===== src/aao_pkg.sv =====
// Package: shared types and constants for the add and AND datapath
package aao_pkg;

    localparam int DATA_W = 8;
    localparam int NIB_W  = 4;
    localparam int MSB    = 7;
    localparam logic [7:0] WORK_RST = 8'h00;
    localparam logic [7:0] ZERO_B   = 8'h00;
    localparam logic [7:0] MEM_RST  = 8'h00;

    // Operations handed over by the instruction decoder
    typedef enum logic [2:0] {
        AAO_OP_NONE,
        AAO_OP_ADD_TO_MEM,
        AAO_OP_AND_MEM_TO_W,
        AAO_OP_AND_IMM_TO_W,
        AAO_OP_AND_INTO_MEM,
        // Loads the working register from the immediate byte
        AAO_OP_LOAD_W
    } aao_op_t;

    // Request from decoder
    typedef struct packed {
        aao_op_t    op;
        logic [7:0] imm;
    } aao_req_t;

    // Status flags
    typedef struct packed {
        logic range_flag;
        logic null_flag;
        logic nibble_flag;
        logic carry_flag;
    } aao_flags_t;

    // Memory write-back
    typedef struct packed {
        logic       we;
        logic [7:0] data;
    } aao_wb_t;

endpackage : aao_pkg


===== src/aao_calc.sv =====
// Combinational arithmetic and logic core of the add and AND datapath
`timescale 1ns/100ps
module aao_calc #(
    parameter int W = aao_pkg::DATA_W
) (
    input  wire logic [W-1:0] i_a,
    input  wire logic [W-1:0] i_b,
    output logic      [W-1:0] o_sum,
    output logic      [W-1:0] o_and,
    output logic              o_carry,
    output logic              o_nibble,
    output logic              o_range
);
    wire logic [W:0]             full_sum;
    wire logic [aao_pkg::NIB_W:0] low_sum;

    assign full_sum = {1'b0, i_a} + {1'b0, i_b};
    assign low_sum  = {1'b0, i_a[aao_pkg::NIB_W-1:0]} + {1'b0, i_b[aao_pkg::NIB_W-1:0]};
    assign o_sum    = full_sum[W-1:0];
    assign o_carry  = full_sum[W];
    assign o_nibble = low_sum[aao_pkg::NIB_W];
    // Signed overflow: like-signed operands giving an unlike-signed sum
    assign o_range  = (i_a[W-1] == i_b[W-1]) && (o_sum[W-1] != i_a[W-1]);
    assign o_and    = i_a & i_b;
endmodule // aao_calc


===== src/aao_alu.sv =====
// Add and AND datapath: working register, flags and data memory write-back
`timescale 1ns/100ps
module aao_alu #(
    parameter int W = aao_pkg::DATA_W
) (
    input  wire logic                 i_sys_clk,
    input  wire logic                 i_rst,
    input  wire aao_pkg::aao_req_t    i_req,
    input  wire logic [W-1:0]         i_mem_rdata,
    output aao_pkg::aao_wb_t          o_mem_wb,
    output logic [W-1:0]              o_working_register,
    output aao_pkg::aao_flags_t       o_flags
);
    // ------------------------------------------------------------
    // Operand decode
    // ------------------------------------------------------------
    logic [W-1:0]         working_register;
    aao_pkg::aao_flags_t  flags;
    aao_pkg::aao_wb_t     mem_wb;

    wire logic [W-1:0] sum_res;
    wire logic [W-1:0] and_mem_res;
    wire logic [W-1:0] and_imm_res;
    wire logic         add_c;
    wire logic         add_ac;
    wire logic         add_ov;
    // Operation decode, one strobe per instruction
    wire logic         is_add;
    wire logic         is_and_m;
    wire logic         is_and_i;
    wire logic         is_and_into;
    wire logic         is_load;

    assign is_add      = i_req.op == aao_pkg::AAO_OP_ADD_TO_MEM;
    assign is_and_m    = i_req.op == aao_pkg::AAO_OP_AND_MEM_TO_W;
    assign is_and_i    = i_req.op == aao_pkg::AAO_OP_AND_IMM_TO_W;
    assign is_and_into = i_req.op == aao_pkg::AAO_OP_AND_INTO_MEM;
    assign is_load     = i_req.op == aao_pkg::AAO_OP_LOAD_W;

    // Adder and AND share the working register as first operand
    aao_calc #(.W(W)) u_calc (
        .i_a      (working_register),
        .i_b      (i_mem_rdata),
        .o_sum    (sum_res),
        .o_and    (and_mem_res),
        .o_carry  (add_c),
        .o_nibble (add_ac),
        .o_range  (add_ov)
    );
    assign and_imm_res = working_register & i_req.imm;

    // Result-null test, shared by every operation that can touch that flag
    function automatic logic is_null(input logic [W-1:0] value);
        return value == aao_pkg::ZERO_B;
    endfunction

    // ------------------------------------------------------------
    // Next state
    // ------------------------------------------------------------
    wire logic [W-1:0]        next_working_register;
    wire aao_pkg::aao_flags_t next_flags;
    wire aao_pkg::aao_wb_t    next_mem_wb;

    // The load stands in for the core's move path, so the register can leave zero
    assign next_working_register = is_and_m ? and_mem_res :
                                   is_and_i ? and_imm_res :
                                   is_load  ? i_req.imm   :
                                   working_register;
    assign next_flags.range_flag  = is_add ? add_ov : flags.range_flag;
    assign next_flags.nibble_flag = is_add ? add_ac : flags.nibble_flag;
    assign next_flags.carry_flag  = is_add ? add_c  : flags.carry_flag;
    assign next_flags.null_flag   = is_add      ? is_null(sum_res) :
                                    is_and_m    ? is_null(and_mem_res) :
                                    is_and_i    ? is_null(and_imm_res) :
                                    is_and_into ? is_null(and_mem_res) :
                                    flags.null_flag;
    assign next_mem_wb.we   = is_add || is_and_into;
    assign next_mem_wb.data = is_add ? sum_res :
                              is_and_into ? and_mem_res :
                              aao_pkg::MEM_RST;

    // ------------------------------------------------------------
    // Registers
    // ------------------------------------------------------------
    // Async clear puts every output at its reset value
    always_ff @(posedge i_sys_clk or posedge i_rst)
    begin
        if (i_rst)
        begin
            working_register <= aao_pkg::WORK_RST;
            flags            <= '0;
            mem_wb           <= '0;
        end
        else
        begin
            working_register <= next_working_register;
            flags            <= next_flags;
            mem_wb           <= next_mem_wb;
        end
    end

    // Outputs come straight from the flip-flops
    assign o_working_register = working_register;
    assign o_flags            = flags;
    assign o_mem_wb           = mem_wb;
endmodule // aao_alu


===== config.mk =====
export PLATFORM = sky130hd
export DESIGN_NAME = aao_alu
export DESIGN_NICKNAME = d
export VERILOG_FILES = /design/src/aao_pkg.sv /design/src/aao_calc.sv /design/src/aao_alu.sv
export SDC_FILE = /design/constraint.sdc
export NUM_CORES = 1
export LEC_CHECK = 0
export BUFFER_PORTS_ARGS = -buffer_cell sky130_fd_sc_hd__buf_2
export CAP_MARGIN = 30
export CORE_ASPECT_RATIO = 0.9
export CORE_MARGIN = 3
export CORE_UTILIZATION = 30
export DETAILED_ROUTE_END_ITERATION = 7
export GPL_ROUTABILITY_DRIVEN = 0
export SLEW_MARGIN = 10
export SYNTH_ARGS = -nofsm -noshare
export SYNTH_HDL_FRONTEND = slang
export SYNTH_SLANG_ARGS = --single-unit

===== constraint.sdc =====
create_clock -name i_sys_clk -period 3 [get_ports i_sys_clk]
set_input_delay 0 -clock i_sys_clk [delete_from_list [all_inputs] [get_ports i_sys_clk]]
set_output_delay 0 -clock i_sys_clk [all_outputs]
set_load 0.05 [all_outputs]

==> out/metrics.cfg <==
[yosys]
yosysMostFrequentCell=dfrtp_1
synth.area.mux_share_pct=1.346
synth_compound_area_share_pct=27.92
syn_area_per_cell_um2=8.908
synth_cell_types=44
synth_fa_ha_area_share_pct=8.074
synthFlopType=dfrtp_1
synth_xor_area_share_pct=2.944
synth_top_area_share_pct=35.32
synthTopCellsByCount=dfrtp_1, nor2_1, o211ai_1
yosys.area_share.simple_pct=19.34
synthArstFlopShare_pct=100.0
ys_seq_elements=21
netlist_instances=167
synth.yosys.seq_area_share_pct=35.32
synth_warnings=0
synth_edf_count=0
synth_top_family_by_area=compound AO/OA/AOI/OAI gates
yosysTopAreaCell=dfrtp_1
mappedNetlistArea_um2=1488
synthesis.nets=197
synth_area_leaders=dfrtp_1, o211ai_1, a22oi_1, ha_1, nor2_1

[grt]
grt_pass1_vias=1397
grt_usage_pct=14.82
antenna_found_initial=0
grt_pass1_wl_um=6893
grt_max_degree=22
grt_overflow=0

[sta]
hold_violations=0
worst_slew_pin_slew_ns=0.7421
period_share_pct=78.99
rsz0062_at_grt=false
max_slew_margin_pct=50.43
worst_slack_ns=0.6304
whs_ns=0.02700
clock_skew_ns=0.001458
tns_ns=0
slew_viol_final=0
fmax_mhz=422.0
final-setup-viol-count=0
fin_crit_ns=2.370

[clock_tree]
numCtsBuffers=3
clkLatencyLatePin_ns=0.26
cts_root_buf=clkbuf_8
path_clk_slew_ns=0.08
clock_path_buffers=2
cts_tree=built
h-tree-depth=1
cts_sinks=21

[routing]
ant_nets=0
drc_errors=0
dr.pass1.iters=6
vias=1444
via_per_inst=5.429
routedWlPerCell_um=15.62
routed_wl_um=4156
first_iter_violations=124

[critical_path]
worst-path-max-fanout=6
required_ns=3.17
rr_startpoint=o_working_register[0]$_DFFE_PP0P_
r2r_cells=8
r2r-end=o_flags[2]$_DFFE_PP0P_
critPathLaunch=o_working_register[0]$_DFFE_PP0P_
cp-start-kind=flip-flop
rrSetupSlack_ns=0.63
arrival_ns=2.54
slowest_delay_ns=0.43
crit_chain=ha_1 > inv_1 > fa_1 > nand2b_1 > a21oi_1 > xor2_1 > or3b_1 > o41ai_2
crit_slowest_cell=dfrtp_1
end_kind=flip-flop
critical_path_class=reg2reg

[final_layout]
num_antenna_cells=0
drive_gt1_share_pct=25.98
final_cells=266
fillers=482
nets=235
post-route-util_pct=39.21
stdcell_area_um2=1805
syn_to_final_growth_pct=21.36

[power]
ir_drop_uv=235.7
power_density_nw_per_um2=609.4
p_total_mw=1.100
power.leakage_nw=0.8295

[floorplanning]
ios=42
fp-row-count=23
die_area_um2=5841
die_x_um=80.23
initial_core_util_pct=32.31
die_h_um=72.81
core_area_um2=4604

[placed_design]
dp_hpwl_um=3103
dp.cells=260
placed_area_um2=1722
dp_slack_ns=0.6839
numPortBuffers=41

[worst_hold_path]
hp-start=i_req[7]
holdPathEnd=o_working_register[7]$_DFFE_PP0P_
holdCritPathClass=in2reg
worstHoldPathCells=3

[run_status]
status=complete, no violations

[job]
cap_viol_max_count=0

-- metal layers --
layer | share of wire, % | routed length (µm) | GRT usage (%)
met1 | 48 | 2008 | 22.13
met2 | 44 | 1834 | 22.52
met3 | 6.4 | 266 | 2.346
met4 | 1.1 | 46 | 3.189
met5 | 0 | 0 | 0
-- layout make-up --
class                   count  area [µm²]  share of cell area [%]
multi-input cells         129       887.1                   49.13
flip-flops and latches     21       525.5                   29.11
repair buffers             43       242.7                   13.44
well taps                  62       77.57                   4.297
clock buffers               3       41.29                   2.287
inverters                   7       26.28                   1.455
clock inverters             1       5.005                  0.2772
-- power breakdown --
group          leakage (nW)  internal, mW  switching (mW)
combinational         0.530         0.172           0.366
clock                0.0255        0.0928           0.101
sequential            0.275         0.325          0.0429
-- state kept, by name, indices dropped and copies added (netlist names) --
name,cells
o_working_register,8
o_flags,4
o_mem_wb,9
-- what timing repair did --
item                                   CTS  global route
endpoints found under the hold margin   21             0
buffers inserted                         0             0
hold buffers                             1             0
resized for setup                        0             0
setup endpoints to repair                0             0
-- logic make-up after synthesis --
| group | after synthesis |
|---|---|
| AND/OR/NAND/NOR | 56 |
| adder cells (fa/ha/maj) | 9 |
| XOR/XNOR | 5 |
| buffers and inverters | 17 |
| flip-flops | 21 |
| multiplexers | 2 |
| AO/OA/AOI/OAI | 57 |
-- critical path, delay by kind of cell (launching register included) --
kind            cells  cell delay (ns)
fa+ha+maj           2             0.63
buf+inv             1             0.08
xor+xnor            1             0.13
compound gates      2             0.42
simple gates        2             0.58
flops               1             0.43
-- layout by cell type, fill, tap and decap left out, drive strengths merged, types with 2 or more instances in the layout --
cell type,instances
nand3,2
a31oi,2
inv,7
nor4,2
clkbuf,3
o31ai,2
a22oi,14
a211oi,2
nor2,19
o21ai,6
mux2i,2
nand2b,2
nor3b,2
a21oi,7
buf,42
dfrtp,21
nor2b,4
xnor2,2
nand2,15
nand4,2
xor2,3
o211ai,17
ha,8
-- worst max-delay path by stage --
stage / endpoint / slack, ns / cells after the start
after floorplan: o_flags[2]$_DFFE_PP0P_ / 0.48 / 8
after global placement: o_flags[2]$_DFFE_PP0P_ / 0.78 / 8
after detailed placement: o_flags[2]$_DFFE_PP0P_ / 0.68 / 8
after CTS: o_flags[2]$_DFFE_PP0P_ / 0.64 / 8
after global routing: o_flags[2]$_DFFE_PP0P_ / 0.52 / 8
final: o_flags[2]$_DFFE_PP0P_ / 0.63 / 8
No activity file was read; power rests on OpenSTA's default activity.
